===== src/logic/cis_cfg.svh =====
`ifndef CIS_CFG_SVH
`define CIS_CFG_SVH

// ============================================================
// register byte addresses
`define CIS_ADDR_CTRL     8'h00
`define CIS_ADDR_ENABLE   8'h04
`define CIS_ADDR_FLAG     8'h08
`define CIS_ADDR_SP       8'h0c
`define CIS_ADDR_STATUS   8'h10

// ============================================================
// control field positions
`define CIS_CTRL_VBS      0
`define CIS_CTRL_GIE      1

// ============================================================
// reset values
`define CIS_CTRL_RESET    2'h0
`define CIS_SP_RESET      16'h00ff
`define CIS_BOOT_BASE     16'h3800

// ============================================================
// timing counts in clock cycles, and the stack pointer step
`define CIS_ENTRY_CYCLES  4
`define CIS_WAKE_CYCLES   4
`define CIS_RET_CYCLES    4
`define CIS_SP_STEP       16'h0002

`endif


===== src/logic/cis_pkg.sv =====
`default_nettype none

package cis_pkg;

    // ========================================================
    // sequencer states, gray along entry and return paths
    typedef enum logic [3:0] {
        CIS_RST_VEC  = 4'h4,
        CIS_IDLE     = 4'h0,
        CIS_WAKE     = 4'h1,
        CIS_PUSH_LO  = 4'h3,
        CIS_PUSH_HI  = 4'h2,
        CIS_ENT_WAIT = 4'h6,
        CIS_VECTOR   = 4'h7,
        CIS_POP_HI   = 4'h8,
        CIS_POP_LO   = 4'h9,
        CIS_POP_CAP  = 4'hb,
        CIS_RET_DONE = 4'ha
    } cis_state_e;

    // ========================================================
    // stack memory access
    typedef struct packed {
        logic        we;
        logic        re;
        logic [15:0] addr;
        logic [7:0]  wdata;
    } cis_stk_s;

    // ========================================================
    // program flow redirect towards the fetch unit
    typedef struct packed {
        logic        vec_valid;
        logic        ret_valid;
        logic [15:0] addr;
    } cis_jump_s;

endpackage

`default_nettype wire


===== src/logic/cis_sequencer.sv =====
`include "cis_cfg.svh"
`default_nettype none

module cis_sequencer
    import cis_pkg::*;
#(
    parameter int          N_SRC      = 8,
    parameter logic [N_SRC-1:0] LEVEL_MASK = '0,
    parameter logic [15:0] BOOT_BASE  = `CIS_BOOT_BASE
) (
    input  wire  logic             I_CLK,
    input  wire  logic             I_RST_B,
    input  wire  logic             I_PSEL,
    input  wire  logic             I_PENABLE,
    input  wire  logic             I_PWRITE,
    input  wire  logic [7:0]       I_PADDR,
    input  wire  logic [31:0]      I_PWDATA,
    output var   logic [31:0]      O_PRDATA,
    output var   logic             O_PREADY,
    output var   logic             O_PSLVERR,
    input  wire  logic [N_SRC-1:0] I_SRC_EVENT,
    input  wire  logic [N_SRC-1:0] I_SRC_LEVEL,
    input  wire  logic             I_INSTR_DONE,
    input  wire  logic             I_SEI,
    input  wire  logic             I_CLI,
    input  wire  logic             I_RETURN_FROM_IRQ_INSTR,
    input  wire  logic             I_SLEEPING,
    input  wire  logic [15:0]      I_PC,
    input  wire  logic             I_RST_VEC_BOOT,
    input  wire  logic             I_APP_LOCK,
    input  wire  logic             I_BOOT_LOCK,
    input  wire  logic [7:0]       I_STK_RDATA,
    output var   cis_stk_s         O_STK,
    output var   cis_jump_s        O_JUMP,
    output var   logic             O_STALL,
    output var   logic             O_GIE,
    output var   logic [15:0]      O_SP
);

    localparam int IW = $clog2(N_SRC + 1);

    cis_state_e       state_reg;
    cis_state_e       state_next;
    logic [N_SRC-1:0] flag_reg;
    logic [N_SRC-1:0] enable_reg;
    logic             vbs_reg;
    logic             gie_reg;
    logic             shadow_reg;
    logic [15:0]      sp_reg;
    logic [15:0]      pc_save_reg;
    logic [7:0]       pc_hi_reg;
    logic [IW-1:0]    idx_reg;
    logic [2:0]       wake_cnt_reg;
    logic [N_SRC-1:0] req;
    logic [N_SRC-1:0] hw_clr;
    logic [IW-1:0]    win_idx;
    logic             win_any;
    logic             pc_in_boot;
    logic             locked;
    logic             take;
    logic             ret_go;
    logic             apb_wr;
    logic             apb_setup;
    logic [15:0]      vec_base;
    logic [31:0]      rd_mux;
    logic             rd_hit;

    // ========================================================
    // apb access decode
    assign apb_setup = I_PSEL & ~I_PENABLE;
    assign apb_wr    = I_PSEL & I_PENABLE & O_PREADY & I_PWRITE;

    always_comb begin
        rd_mux = 32'h0;
        rd_hit = 1'b1;
        case (I_PADDR)
            `CIS_ADDR_CTRL: begin
                rd_mux[`CIS_CTRL_VBS] = vbs_reg;
                rd_mux[`CIS_CTRL_GIE] = gie_reg;
            end
            `CIS_ADDR_ENABLE: rd_mux[N_SRC-1:0] = enable_reg;
            `CIS_ADDR_FLAG:   rd_mux[N_SRC-1:0] = flag_reg;
            `CIS_ADDR_SP:     rd_mux[15:0] = sp_reg;
            `CIS_ADDR_STATUS: begin
                rd_mux[3:0]    = state_reg;
                rd_mux[4]      = shadow_reg;
                rd_mux[5]      = win_any;
                rd_mux[8+:IW]  = win_idx;
            end
            default: rd_hit = 1'b0;
        endcase
    end

    // zero wait states: ready in the first access cycle
    always_ff @(posedge I_CLK or negedge I_RST_B) begin
        if (!I_RST_B) begin
            O_PREADY  <= 1'b0;
            O_PRDATA  <= 32'h0;
            O_PSLVERR <= 1'b0;
        end else begin
            O_PREADY  <= apb_setup;
            O_PRDATA  <= apb_setup ? rd_mux : 32'h0;
            O_PSLVERR <= apb_setup & ~rd_hit;
        end
    end

    // ========================================================
    // request qualification
    // own enable gating
    assign req = ((LEVEL_MASK & I_SRC_LEVEL) | (~LEVEL_MASK & flag_reg))
               & enable_reg;

    always_comb begin
        win_idx = '0;
        win_any = 1'b0;
        for (int i = N_SRC - 1; i >= 0; i--) begin
            if (req[i]) begin
                win_idx = IW'(i + 1);
                win_any = 1'b1;
            end
        end
    end

    assign pc_in_boot = (I_PC >= BOOT_BASE);
    assign locked = (I_APP_LOCK & ~pc_in_boot & vbs_reg)
                  | (I_BOOT_LOCK & pc_in_boot & ~vbs_reg);

    // accept only at instruction boundary or in sleep
    // disable instruction blocks the same cycle
    // shadow holds off after return and enable
    assign ret_go = (state_reg == CIS_IDLE) & I_RETURN_FROM_IRQ_INSTR;
    assign take   = (state_reg == CIS_IDLE) & ~I_RETURN_FROM_IRQ_INSTR & win_any
                  & gie_reg & ~shadow_reg & ~I_CLI & ~locked
                  & (I_INSTR_DONE | I_SLEEPING);

    assign vec_base = vbs_reg ? BOOT_BASE : 16'h0000;

    // ========================================================
    // sequencer
    always_comb begin
        state_next = state_reg;
        case (state_reg)
            CIS_RST_VEC: state_next = CIS_IDLE;
            CIS_IDLE: begin
                if (ret_go) begin
                    state_next = CIS_POP_HI;
                end else if (take) begin
                    state_next = I_SLEEPING ? CIS_WAKE : CIS_PUSH_LO;
                end
            end
            CIS_WAKE: begin
                if (wake_cnt_reg == 3'(`CIS_WAKE_CYCLES - 1)) begin
                    state_next = CIS_PUSH_LO;
                end
            end
            CIS_PUSH_LO:  state_next = CIS_PUSH_HI;
            CIS_PUSH_HI:  state_next = CIS_ENT_WAIT;
            CIS_ENT_WAIT: state_next = CIS_VECTOR;
            CIS_VECTOR:   state_next = CIS_IDLE;
            CIS_POP_HI:   state_next = CIS_POP_LO;
            CIS_POP_LO:   state_next = CIS_POP_CAP;
            CIS_POP_CAP:  state_next = CIS_RET_DONE;
            CIS_RET_DONE: state_next = CIS_IDLE;
            default:      state_next = CIS_IDLE;
        endcase
    end

    always_ff @(posedge I_CLK or negedge I_RST_B) begin
        if (!I_RST_B) begin
            state_reg <= CIS_RST_VEC;
        end else begin
            state_reg <= state_next;
        end
    end

    always_ff @(posedge I_CLK or negedge I_RST_B) begin
        if (!I_RST_B) begin
            wake_cnt_reg <= 3'h0;
        end else if (state_reg == CIS_WAKE) begin
            wake_cnt_reg <= wake_cnt_reg + 3'h1;
        end else begin
            wake_cnt_reg <= 3'h0;
        end
    end

    always_ff @(posedge I_CLK or negedge I_RST_B) begin
        if (!I_RST_B) begin
            idx_reg     <= '0;
            pc_save_reg <= 16'h0;
        end else if (take) begin
            idx_reg     <= win_idx;
            pc_save_reg <= I_PC;
        end
    end

    // ========================================================
    // flags, one per source
    genvar g;
    generate
        for (g = 0; g < N_SRC; g++) begin : g_flag
            assign hw_clr[g] = take & (win_idx == IW'(g + 1));
            // held while global enable is clear
            always_ff @(posedge I_CLK or negedge I_RST_B) begin
                if (!I_RST_B) begin
                    flag_reg[g] <= 1'b0;
                end else if (LEVEL_MASK[g]) begin
                    flag_reg[g] <= 1'b0;
                end else if (I_SRC_EVENT[g]) begin
                    flag_reg[g] <= 1'b1;
                end else if (hw_clr[g] | (apb_wr & I_PWDATA[g]
                             & (I_PADDR == `CIS_ADDR_FLAG))) begin
                    flag_reg[g] <= 1'b0;
                end
            end
        end
    endgenerate

    // ========================================================
    // control registers
    always_ff @(posedge I_CLK or negedge I_RST_B) begin
        if (!I_RST_B) begin
            enable_reg <= '0;
            vbs_reg    <= 1'b0;
        end else if (apb_wr && I_PADDR == `CIS_ADDR_ENABLE) begin
            enable_reg <= I_PWDATA[N_SRC-1:0];
        end else if (apb_wr && I_PADDR == `CIS_ADDR_CTRL) begin
            vbs_reg <= I_PWDATA[`CIS_CTRL_VBS];
        end
    end

    // global enable
    always_ff @(posedge I_CLK or negedge I_RST_B) begin
        if (!I_RST_B) begin
            gie_reg <= 1'b0;
        end else if (take) begin
            gie_reg <= 1'b0;
        end else if (state_reg == CIS_RET_DONE) begin
            gie_reg <= 1'b1;
        end else if (I_CLI) begin
            gie_reg <= 1'b0;
        end else if (I_SEI) begin
            gie_reg <= 1'b1;
        end else if (apb_wr && I_PADDR == `CIS_ADDR_CTRL) begin
            gie_reg <= I_PWDATA[`CIS_CTRL_GIE];
        end
    end

    // one-instruction hold-off
    always_ff @(posedge I_CLK or negedge I_RST_B) begin
        if (!I_RST_B) begin
            shadow_reg <= 1'b0;
        end else if (state_reg == CIS_RET_DONE) begin
            shadow_reg <= 1'b1;
        end else if (I_SEI) begin
            shadow_reg <= 1'b1;
        end else if (I_INSTR_DONE) begin
            shadow_reg <= 1'b0;
        end
    end

    // stack pointer
    always_ff @(posedge I_CLK or negedge I_RST_B) begin
        if (!I_RST_B) begin
            sp_reg <= `CIS_SP_RESET;
        end else if (state_reg == CIS_PUSH_HI) begin
            sp_reg <= sp_reg - `CIS_SP_STEP;
        end else if (state_reg == CIS_RET_DONE) begin
            sp_reg <= sp_reg + `CIS_SP_STEP;
        end else if (apb_wr && I_PADDR == `CIS_ADDR_SP) begin
            sp_reg <= I_PWDATA[15:0];
        end
    end

    // ========================================================
    // stack port, outputs follow the state being entered
    always_ff @(posedge I_CLK or negedge I_RST_B) begin
        if (!I_RST_B) begin
            O_STK     <= '0;
            pc_hi_reg <= 8'h0;
        end else begin
            O_STK <= '0;
            case (state_next)
                CIS_PUSH_LO: begin
                    O_STK.we    <= 1'b1;
                    O_STK.addr  <= sp_reg;
                    O_STK.wdata <= take ? I_PC[7:0] : pc_save_reg[7:0];
                end
                CIS_PUSH_HI: begin
                    O_STK.we    <= 1'b1;
                    O_STK.addr  <= sp_reg - 16'h0001;
                    O_STK.wdata <= pc_save_reg[15:8];
                end
                CIS_POP_HI: begin
                    O_STK.re   <= 1'b1;
                    O_STK.addr <= sp_reg + 16'h0001;
                end
                CIS_POP_LO: begin
                    O_STK.re   <= 1'b1;
                    O_STK.addr <= sp_reg + `CIS_SP_STEP;
                end
                default: O_STK <= '0;
            endcase
            if (state_reg == CIS_POP_LO) begin
                pc_hi_reg <= I_STK_RDATA;
            end
        end
    end

    // ========================================================
    // jump to fetch unit
    always_ff @(posedge I_CLK or negedge I_RST_B) begin
        if (!I_RST_B) begin
            O_JUMP <= '0;
        end else begin
            O_JUMP <= '0;
            if (state_reg == CIS_RST_VEC) begin
                O_JUMP.vec_valid <= 1'b1;
                O_JUMP.addr <= I_RST_VEC_BOOT ? BOOT_BASE : 16'h0000;
            end else if (state_next == CIS_VECTOR) begin
                O_JUMP.vec_valid <= 1'b1;
                O_JUMP.addr <= vec_base + 16'(idx_reg);
            end else if (state_next == CIS_RET_DONE) begin
                O_JUMP.ret_valid <= 1'b1;
                O_JUMP.addr <= {pc_hi_reg, I_STK_RDATA};
            end
        end
    end

    always_ff @(posedge I_CLK or negedge I_RST_B) begin
        if (!I_RST_B) begin
            O_STALL <= 1'b1;
            O_GIE   <= 1'b0;
            O_SP    <= `CIS_SP_RESET;
        end else begin
            O_STALL <= (state_next != CIS_IDLE);
            O_GIE   <= gie_reg;
            O_SP    <= sp_reg;
        end
    end

endmodule // cis_sequencer

`default_nettype wire


===== config.mk =====
export PLATFORM = sky130hd
export DESIGN_NAME = cis_sequencer
export DESIGN_NICKNAME = d
export VERILOG_FILES = /design/src/logic/cis_pkg.sv /design/src/logic/cis_sequencer.sv
export VERILOG_INCLUDE_DIRS = /design/src /design/src/logic
export SDC_FILE = /design/constraint.sdc
export NUM_CORES = 1
export LEC_CHECK = 0
export BUFFER_PORTS_ARGS = -buffer_cell sky130_fd_sc_hd__buf_2
export CORE_MARGIN = 5
export CORE_UTILIZATION = 52
export DETAILED_ROUTE_END_ITERATION = 7
export GPL_ROUTABILITY_DRIVEN = 0
export GPL_TIMING_DRIVEN = 1
export PLACE_DENSITY_LB_ADDON = 0.12
export SKIP_CTS_REPAIR_TIMING = 1
export SYNTH_ARGS = -nofsm -noshare
export SYNTH_HDL_FRONTEND = slang
export SYNTH_SLANG_ARGS = --single-unit

===== constraint.sdc =====
create_clock -name I_CLK -period 4.4 [get_ports I_CLK]
set_clock_uncertainty 0.1 [all_clocks]
set_input_delay 0.66 -clock I_CLK [delete_from_list [all_inputs] [get_ports I_CLK]]
set_output_delay 0.66 -clock I_CLK [all_outputs]
set_load 0.01 [all_outputs]

# Word-level counts from Yosys, hierarchy flattened
# Cells that the tools add are included.
[word_totals]
register_bits = 150
input_bits = 93
output_inout_bits = 96
elab_cells = 218
[classes]
add_sub_neg = 6
magnitude_cmp = 1
n_eq_ne = 28
mux = 70
bitwise_logic = 61
n_reduce_logical = 21
[op_table]
columns = ["op", "n"]
rows = [
  ["16-bit 2-to-1 mux", 6],
  ["16-bit one-hot mux with 4 select lines", 1],
  ["4-bit 2-to-1 mux", 12],
  ["1-bit bitwise AND", 41],
  ["1-bit 2-to-1 mux", 39],
  ["4-bit == test (second input constant)", 8],
  ["4-bit one-hot mux with 8 select lines", 1],
  ["4-bit by 3-bit == test with 1-bit output (second input constant)", 7],
  ["14-bit 2-to-1 mux", 2],
  ["4-bit by 2-bit == test with 1-bit output (second input constant)", 6],
  ["17-bit 2-to-1 mux", 1],
  ["16-bit by 1-bit adder with 16-bit output (second input constant)", 1],
  ["16-bit by 2-bit adder with 16-bit output (second input constant)", 1],
  ["8-bit by 4-bit == test with 1-bit output (second input constant)", 2],
  ["16-bit by 14-bit greater-or-equal comparator with 1-bit output (second input constant)", 1],
  ["4-bit one-hot mux with 4 select lines", 1],
  ["8-bit one-hot mux with 2 select lines", 1],
  ["2-bit nonzero test", 8],
  ["16-bit by 1-bit subtractor with 16-bit output (second input constant)", 1],
  ["16-bit by 2-bit subtractor with 16-bit output (second input constant)", 1],
  ["14-bit by 4-bit adder with 15-bit output", 1],
  ["1-bit OR", 10],
  ["2-bit one-hot mux with 5 select lines", 1],
  ["1-bit inverter", 9],
  ["20 further kinds", 25],
]

# Depth between registers and ports, before layout
# Gate-level depths: netlist of run 1.
[logic_depth]
depth_word = 22
ltp_mapped = 11
mapped_depth_nobuf = 11

# Worst setup path after synthesis of run 1
# OpenSTA, ideal clock, no wires.
[synth_timing]
path_kind = "reg2reg"
startpoint = "register state_reg[3]"
endpoint = "register O_STK[19] (netlist bit)"
setup_ns = 0.128
t_arrival_ns = 2.875
required_ns = 4.172
path_slack_ns = 1.297
stages_incl_launch_ff = 11
path_buffers = 0
synth_period_minus_slack_ns = 3.103
cell_sequence = "dfrtp_1 nor4_2 nand2_1 ha_1 a21o_1 a21oi_1 a21oi_1 or3_1 a21oi_1 mux2i_1 nand3_1"
[synth_via]
elab_chain_len = 13
word_cells_on_any_way = 25
classes_between = "eq/ne: 11; mux: 5; bitwise: 8; reduce/logical: 1"
[synth_lines]
columns = ["item", "line_no", "text"]
rows = [
  ["start, declared", "cis_sequencer.sv:42", "cis_state_e state_reg;"],
  ["start signal, assigned", "cis_sequencer.sv:172", "state_reg <= state_next;"],
  ["4-bit logical NOT", "cis_sequencer.sv:131, cis_sequencer.sv:132, cis_sequencer.sv:142", ""],
  ["1-bit bitwise AND (2 in series)", "cis_sequencer.sv:132", "assign take = (state_reg == CIS_IDLE) & ~I_RETURN_FROM_IRQ_INSTR & win_any"],
  ["1-bit bitwise AND (4 in series)", "cis_sequencer.sv:133", "& gie_reg & ~shadow_reg & ~I_CLI & ~locked"],
  ["1-bit bitwise AND", "cis_sequencer.sv:134", "& (I_INSTR_DONE | I_SLEEPING);"],
  ["4-bit 2-to-1 mux", "cis_sequencer.sv:147", "end else if (take) begin"],
  ["4-bit 2-to-1 mux", "cis_sequencer.sv:145", "if (ret_go) begin"],
  ["4-bit one-hot mux with 8 select lines (*)", "cis_sequencer.sv:142", "case (state_reg)"],
  ["4-bit == test or 4-bit by 2-bit == test with 1-bit output (tied branches)", "cis_sequencer.sv:282", "case (state_next)"],
  ["16-bit one-hot mux with 4 select lines (*)", "cis_sequencer.sv:282", ""],
  ["end, declared", "cis_sequencer.sv:33", "output var cis_stk_s O_STK,"],
]
# Mark *: on every way between the ends. The rest lies on a longest branch, timed or not.
# A chain may end at the register's enable or synchronous reset.

# Final worst setup path of run 1
[layout_timing]
startpoint = "register state_reg[3]"
endpoint = "register O_STK[23] (netlist bit)"
# The elaborated chain is that of the path after synthesis.

==> flow_summary.json, run 1 <==
{
  "ys_ff_latch": 150,
  "post-route-drc-count": 0,
  "syn_avg_cell_area_um2": 9.82,
  "tns_ns": 0,
  "timing.fmax_mhz": 252,
  "cts_inserted_buffers": 17,
  "largest_reg_flops": 26,
  "ios": 189,
  "num_vias": 6531,
  "grt_max_degree": 98,
  "port_buffers": 148,
  "r2r_slack_ns": 0.43,
  "finalWirelength_um": 20600,
  "core_area_mm2": 0.0145,
  "n_antenna_cell": 0,
  "grt_pass1_wl_um": 33600,
  "async_reset_ff_frac": 1.00,
  "r2r_end": "O_STK[23]",
  "finalCritPeriodShare": 0.903,
  "cts_tree": "done",
  "drt-initial-drc-count": 597,
  "clock-sinks": 150,
  "dp_slack_ns": 0.538,
  "holdCritPathClass": "in -> async",
  "root_buffer": "clkbuf_16",
  "syn_inst": 780,
  "max_flop_register": "O_STK",
  "outcome": "finished, final reports clean",
  "busiest_layer": "met2",
  "synth-edff-count": 0,
  "die_h_um": 131,
  "fin_ws_ns": 0.429,
  "critPathKind": "reg -> reg",
  "slew_viol_final": 0,
  "grt_use_met1": 0.324,
  "synth.area.top_cells": "dfrtp_1 (43%), dfstp_2 (6.2%), nand2_1 (5.1%)",
  "vias_per_cell": 5.89,
  "cts.reportedPaths.clkPinSlew_ns": 0.07,
  "worstPathMaxFanout": 14,
  "fin_util": 0.627,
  "syn_area_mm2": 0.00766,
  "vdd_drop_max_mv": 0.356,
  "synth_seq_area_share": 0.493,
  "critPathLaunchType": "register",
  "area_growth_syn_to_layout_pct": 18.5,
  "h-tree-depth": 4,
  "overflow": 0,
  "cp.arrival_ns": 4.13,
  "yosys.cell_types.count": 64,
  "p_per_area_mw_per_mm2": 633,
  "finalSetupViolCount": 0,
  "clock_path_buffers": 2,
  "endpoint_kind": "register",
  "slew_headroom": 0.179,
  "reg.largest.list": "O_STK x26, O_JUMP x18",
  "reg2reg_depth": 10,
  "hpwlAfterDp_um": 15100,
  "maxCapViolCount": 0,
  "start_util": 0.529,
  "postRouteAntennaNets": 0,
  "layout_min_cycle_time_ns": 3.97,
  "drive_gt1_frac": 0.279,
  "globalRouteMet2Util": 0.384,
  "yosys.area.top_type": "dfrtp_1",
  "p_leak_nw": 4.47,
  "grtUsageTotal": 0.238,
  "firstDrtPassIters": 6,
  "antenna_found_initial": 0,
  "clk_latency_ns": 0.43,
  "cp-startpoint": "state_reg[3]",
  "fp.dieW_um": 131,
  "tightest_slew_ns": 1.23,
  "synth_top_area_frac": 0.431,
  "rsz0062_at_grt": "false",
  "grt_use_met3": 0.0543,
  "dpl-instance-area_mm2": 0.00848,
  "required_ns": 4.56,
  "hold_violations": 0,
  "grt_pass1_vias": 6368,
  "die_area_mm2": 0.0173,
  "design_area_mm2": 0.00908,
  "rows": 44,
  "timing.rr.start": "state_reg[3]",
  "fin_nets": 1026,
  "post_drt_wl_per_cell_um": 18.5,
  "synth_warnings": 0,
  "ys.flop_type": "dfrtp_1"
}
==> cell usage in the layout, fill, tap and decap left out, types with 18 or more instances in the layout <==
cell type,count
ha_1,20
buf_2,147
dfrtp_1,132
nand2_1,104
nor3_1,23
nor2_1,63
a21oi_1,41
dfstp_2,18
o21ai_0,48
nand2b_1,18
mux2_2,31
==> metrics by stage <==
stage	std cells	total power, W	hold slack [ns]
after CTS	1109	0.00574	0.240
final	1109	0.00575	0.214
after global placement	1077	0.00416	0.320
after global routing	1109	0.00612	0.288
after detailed placement	1077	0.00427	0.329
after floorplan	795	0.00361	0.262
==> routing by layer <==
layer | wire (um) | vias to the layer above
met2 | 9900 | 271
met3 | 1420 | 29
met5 | 0 | -
met4 | 373 | 0
met1 | 8870 | 3205
li1 | - | 3026
==> report_power, final <==
group          switching [W]  internal (W)
clock network       0.000651      0.000815
registers           0.000376       0.00172
logic                0.00127      0.000920
total                0.00229       0.00346
==> cells in the mapped netlist (all sizes together), types with 18 or more instances <==
library cell	n
nor3	24
mux2	31
dfstp	18
dfrtp	132
clkbuf	36
nor2	63
buf	22
o21ai	49
ha	20
a21oi	41
nand2b	18
nand2	105
==> kinds of logic after synthesis <==
family | share of synthesized area
buf+inv | 0.0444
compound gates | 0.163
fa+ha+maj | 0.0353
xor+xnor | 0.0183
other cells | 0.000490
simple gates | 0.189
mux | 0.0560
flops | 0.493
==> worst max-delay path, cell delays in order (launching register included) <==
cell	delay (ns)
dfrtp_1	0.58
nor4_2	0.54
nand2_1	0.48
ha_1	0.53
a21o_1	0.21
a21oi_1	0.18
a21oi_1	0.12
o21ai_0	0.51
nand2_1	0.19
a221oi_1	0.28
a31oi_1	0.07
==> worst max-delay path by stage <==
stage,endpoint,slack [ns]
after global placement,O_STK[23],0.73
after global routing,O_STK[23],0.10
after floorplan,O_STK[19],1.30
final,O_STK[23],0.43
after CTS,O_STK[23],0.50
after detailed placement,O_STK[23],0.54
==> cell type report <==
type | count | area, um^2
clock buffer | 17 | 425
clock inverter | 15 | 174
fill | 1208 | 5400
inverter | 15 | 56.3
multi-input combinational | 572 | 3610
sequential | 150 | 3780
tap | 184 | 230
timing repair buffer | 156 | 807
No activity file was read; power rests on OpenSTA's default activity.
==> inputs of run 2 (changes only) <==
- PLACE_DENSITY: unset -> 0.88
- PLACE_DENSITY_LB_ADDON: 0.12 -> unset
==> flow_summary.json, run 2 (same netlist as run 1, synthesis figures left out) <==
{
  "num_vias": 6709,
  "clock_path_buffers": 2,
  "tightest_slew_ns": 1.24,
  "h-tree-depth": 4,
  "required_ns": 4.60,
  "grt_max_degree": 106,
  "die_h_um": 131,
  "finalCritPeriodShare": 0.854,
  "drive_gt1_frac": 0.279,
  "start_util": 0.529,
  "post_drt_wl_per_cell_um": 18.5,
  "core_area_mm2": 0.0145,
  "timing.fmax_mhz": 266,
  "area_growth_syn_to_layout_pct": 18.7,
  "clock-sinks": 150,
  "cts.reportedPaths.clkPinSlew_ns": 0.06,
  "maxCapViolCount": 0,
  "rows": 44,
  "max_stage_delay_ns": 0.53,
  "tns_ns": 0,
  "vias_per_cell": 6.04,
  "fp.dieW_um": 131,
  "hold_violations": 0,
  "fin_cells": 1110,
  "layout_min_cycle_time_ns": 3.76,
  "hpwlAfterDp_um": 14800,
  "port_buffers": 148,
  "final_common_cell": "buf_2",
  "dpl.cell_count": 1078,
  "grt_pass1_vias": 6611,
  "die_area_mm2": 0.0173,
  "vdd_drop_max_mv": 0.376,
  "p_leak_nw": 4.49,
  "critPathKind": "reg -> reg",
  "cts_tree": "done",
  "clk_latency_ns": 0.43,
  "slew_headroom": 0.171,
  "reg.largest.list": "O_STK x26, O_JUMP x18",
  "finalSetupViolCount": 0,
  "max_flop_register": "O_STK",
  "worstPathMaxFanout": 13,
  "largest_reg_flops": 26,
  "slew_viol_final": 0,
  "final_cell_mix": "buf_2 (147), dfrtp_1 (132), nand2_1 (104)",
  "cts_inserted_buffers": 17,
  "grtUsageTotal": 0.235,
  "grt_pass1_wl_um": 33100,
  "antenna_found_initial": 1,
  "worstPathCellList": "nor4_2, nand2_1, ha_1, o21ai_0, a21oi_1, o21ai_0, a21oi_1, a31oi_1, xnor2_1, a221o_1",
  "cp.arrival_ns": 3.96,
  "rsz0062_at_grt": "false",
  "critPathLaunchType": "register",
  "cp_slowest_cell": "dfrtp_1",
  "post-route-drc-count": 0,
  "postRouteAntennaNets": 0,
  "n_antenna_cell": 0,
  "root_buffer": "clkbuf_16",
  "holdCritPathClass": "in -> async",
  "endpoint_kind": "register",
  "overflow": 0,
  "drt-initial-drc-count": 714,
  "outcome": "finished, final reports clean",
  "nFillCells": 1145,
  "firstDrtPassIters": 6,
  "fin_nets": 1027,
  "finalWirelength_um": 20600,
  "p_per_area_mw_per_mm2": 636,
  "ios": 189
}
-- run 2: changes by cell type in the layout (fill, tap and decap cells not counted), sizes merged --
| cell | before | now |
|---|---|---|
| clkinv | 2 | 5 |
| buf | 156 | 157 |
| clkinvlp | 1 | 0 |
| inv | 26 | 19 |
| bufinv | 1 | 2 |
| clkbuf | 17 | 21 |
-- run 2: cell type report --
| class | instances | area (um^2) | share of cell area |
|---|---|---|---|
| clock inverters | 11 | 138 | 0.0151 |
| multi-input cells | 572 | 3610 | 0.397 |
| well taps | 184 | 230 | 0.0253 |
| repair buffers | 157 | 815 | 0.0896 |
| clock buffers | 21 | 470 | 0.0517 |
| flip-flops and latches | 150 | 3780 | 0.415 |
| inverters | 15 | 56.3 | 0.00619 |
-- run 2: metrics by stage --
stage / instance area (um^2) / util / total power (W) / setup slack, ns / hold slack (ns)
2_1_floorplan: 7720 / - / 0.00361 / 1.30 / 0.262
3_3_place_gp: 8480 / 0.586 / 0.00415 / 0.939 / 0.319
3_5_place_dp: 8480 / 0.586 / 0.00425 / 0.786 / 0.328
4_1_cts: 9090 / 0.628 / 0.00577 / 0.685 / 0.281
5_1_grt: 9090 / 0.628 / 0.00613 / 0.438 / 0.325
6_report: 9090 / 0.628 / 0.00579 / 0.644 / 0.246
-- run 2: critical path, delay by kind of cell, from the launching register on --
| family | cells | cell delay, ns |
|---|---|---|
| DFF | 1 | 0.53 |
| AOI/OAI and AO/OA | 6 | 1.41 |
| xor gates and xnor gates | 1 | 0.19 |
| and+or+nand+nor | 2 | 0.85 |
| adders and majority gates | 1 | 0.53 |
-- run 2: where the power goes --
group / internal (W) / total (W) / switching [W]
sequential: 0.00172 / 0.00208 / 0.000361
combinational: 0.000925 / 0.00222 / 0.00130
clock: 0.000892 / 0.00148 / 0.000589
-- run 2: final timing paths --
check                                start               to  slack, ns  depth (start not counted)
min in group I_CLK          I_SRC_EVENT[0]      flag_reg[0]       0.32                          2
min                                I_RST_B   pc_save_reg[4]       0.25                          1
max                           state_reg[0]        O_STK[20]       0.64                         10
max reg2reg                   state_reg[0]        O_STK[20]       0.64                         10
max in group asynchronous          I_RST_B          O_SP[5]       3.03                          2
min reg2reg                wake_cnt_reg[0]  wake_cnt_reg[0]       0.33                          1
-- run 2: routing by layer --
metal	GRT usage	wire [um]	up-vias
met1	0.284	7790	3214
met3	0.0738	1940	76
met4	0.126	863	2
li1	-	-	3027
met5	0	13	-
met2	0.377	9970	390
==> inputs of run 3 (changes only) <==
- CORE_UTILIZATION: 52 -> 54
- PLACE_DENSITY: 0.88 -> 0.91
- RECOVER_POWER: unset -> 25
==> flow_summary.json, run 3 (same netlist as run 1, synthesis figures left out) <==
{
  "grt_max_degree": 98,
  "slew_headroom": -0.546,
  "rsz0062_at_grt": "false",
  "tns_ns": 0,
  "port_buffers": 148,
  "r2r_end": "O_STK[20]",
  "drt-initial-drc-count": 847,
  "r2r_slack_ns": 0.62,
  "crit_end": "O_STK[20]",
  "cp.arrival_ns": 3.98,
  "nFillCells": 1071,
  "area_growth_syn_to_layout_pct": 18.7,
  "endpoint_kind": "register",
  "critPathKind": "reg -> reg",
  "finalWirelength_um": 20700,
  "grt_pass1_vias": 6510,
  "worstPathCellList": "nor4_2, nand2_1, inv_1, fa_1, nand2b_1, a21oi_1, o21ai_0, a21oi_1, a31oi_1, xnor2_1, a221o_1",
  "violations": "capacitance limit, slew limit",
  "drive_gt1_frac": 0.272,
  "root_buffer": "clkbuf_16",
  "postRouteAntennaNets": 0,
  "max_flop_register": "O_STK",
  "ios": 189,
  "vias_per_cell": 6.17,
  "hold_violations": 0,
  "h-tree-depth": 4,
  "antenna_found_initial": 1,
  "die_area_mm2": 0.0167,
  "start_util": 0.552,
  "largest_reg_flops": 26,
  "cts_inserted_buffers": 17,
  "finalCritPeriodShare": 0.860,
  "num_vias": 6828,
  "holdCritPathClass": "in -> reg",
  "required_ns": 4.59,
  "cts.reportedPaths.clkPinSlew_ns": 0.06,
  "tightest_slew_ns": 2.32,
  "final_common_cell": "buf_2",
  "rows": 43,
  "layout_min_cycle_time_ns": 3.78,
  "reg.largest.list": "O_STK x26, O_JUMP x18",
  "worstPathMaxFanout": 14,
  "core_area_mm2": 0.0139,
  "path_depth": 11,
  "final_cell_mix": "buf_2 (147), dfrtp_1 (132), nand2_1 (104)",
  "outcome": "finished with violations",
  "cp_common_cell": "a21oi_1",
  "vdd_drop_max_mv": 0.386,
  "dpl-instance-area_mm2": 0.00849,
  "clock-sinks": 150,
  "design_area_mm2": 0.00909,
  "firstDrtPassIters": 7,
  "finalSetupViolCount": 0,
  "max_stage_delay_ns": 0.67,
  "hpwlAfterDp_um": 14900,
  "post_drt_wl_per_cell_um": 18.7,
  "maxCapViolCount": 1,
  "fin_nets": 1028,
  "clock_path_buffers": 2,
  "fin_util": 0.655,
  "reg2reg_depth": 11,
  "p_per_area_mw_per_mm2": 636,
  "critPathLaunchType": "register",
  "overflow": 0,
  "cp-startpoint": "state_reg[2]",
  "post-route-drc-count": 0,
  "grt_pass1_wl_um": 33000,
  "cp_slowest_cell": "dfstp_2",
  "n_antenna_cell": 0,
  "slew_viol_final": 98,
  "grtUsageTotal": 0.251,
  "worstHoldStart": "I_SRC_EVENT[0]",
  "die_h_um": 129,
  "p_leak_nw": 4.48,
  "path_buf_inv": 1,
  "cts_tree": "done",
  "cp_top_family": "compound AO/OA/AOI/OAI gates",
  "timing.rr.start": "state_reg[2]",
  "fp.dieW_um": 129,
  "clk_latency_ns": 0.43,
  "timing.fmax_mhz": 264
}
## run 3: through the flow
stage,std cells,power [W],setup slack (ns),hold WS (ns)
2_1_floorplan,795,0.00361,1.30,0.262
6_report,1107,0.00578,0.616,0.319
4_1_cts,1107,0.00576,0.736,0.261
3_5_place_dp,1075,0.00426,0.749,0.332
5_1_grt,1107,0.00613,0.471,0.321
3_3_place_gp,1075,0.00417,0.879,0.320
## run 3: metal layers
layer / GRT usage / part of all wire / vias up
li1: - / - / 3027
met1: 0.322 / 0.38 / 3268
met2: 0.415 / 0.49 / 446
met3: 0.0544 / 0.096 / 85
met4: 0.106 / 0.037 / 2
met5: 0 / 0.00034 / -
## run 3: worst min-delay path by stage
stage,slack [ns],to,cells after the start
final,0.32,flag_reg[0],2
after global routing,0.32,flag_reg[6],2
after CTS,0.26,pc_save_reg[0],1
after detailed placement,0.33,O_SP[2],0
after global placement,0.32,wake_cnt_reg[0],1
after floorplan,0.26,O_GIE,0
## run 3: where the power goes
group | leakage, nW | internal (W) | switching (W)
sequential | 1.91 | 0.00171 | 0.000341
combinational | 2.27 | 0.000932 | 0.00131
clock | 0.298 | 0.000861 | 0.000629
## run 3: cell type report
class                   instances  area, um^2  share of cell area
clock buffers                  17         425              0.0468
clock inverters                15         184              0.0202
inverters                      15        56.3             0.00619
multi-input cells             572        3610               0.397
flip-flops and latches        150        3780               0.415
well taps                     180         225              0.0248
repair buffers                158         816              0.0897
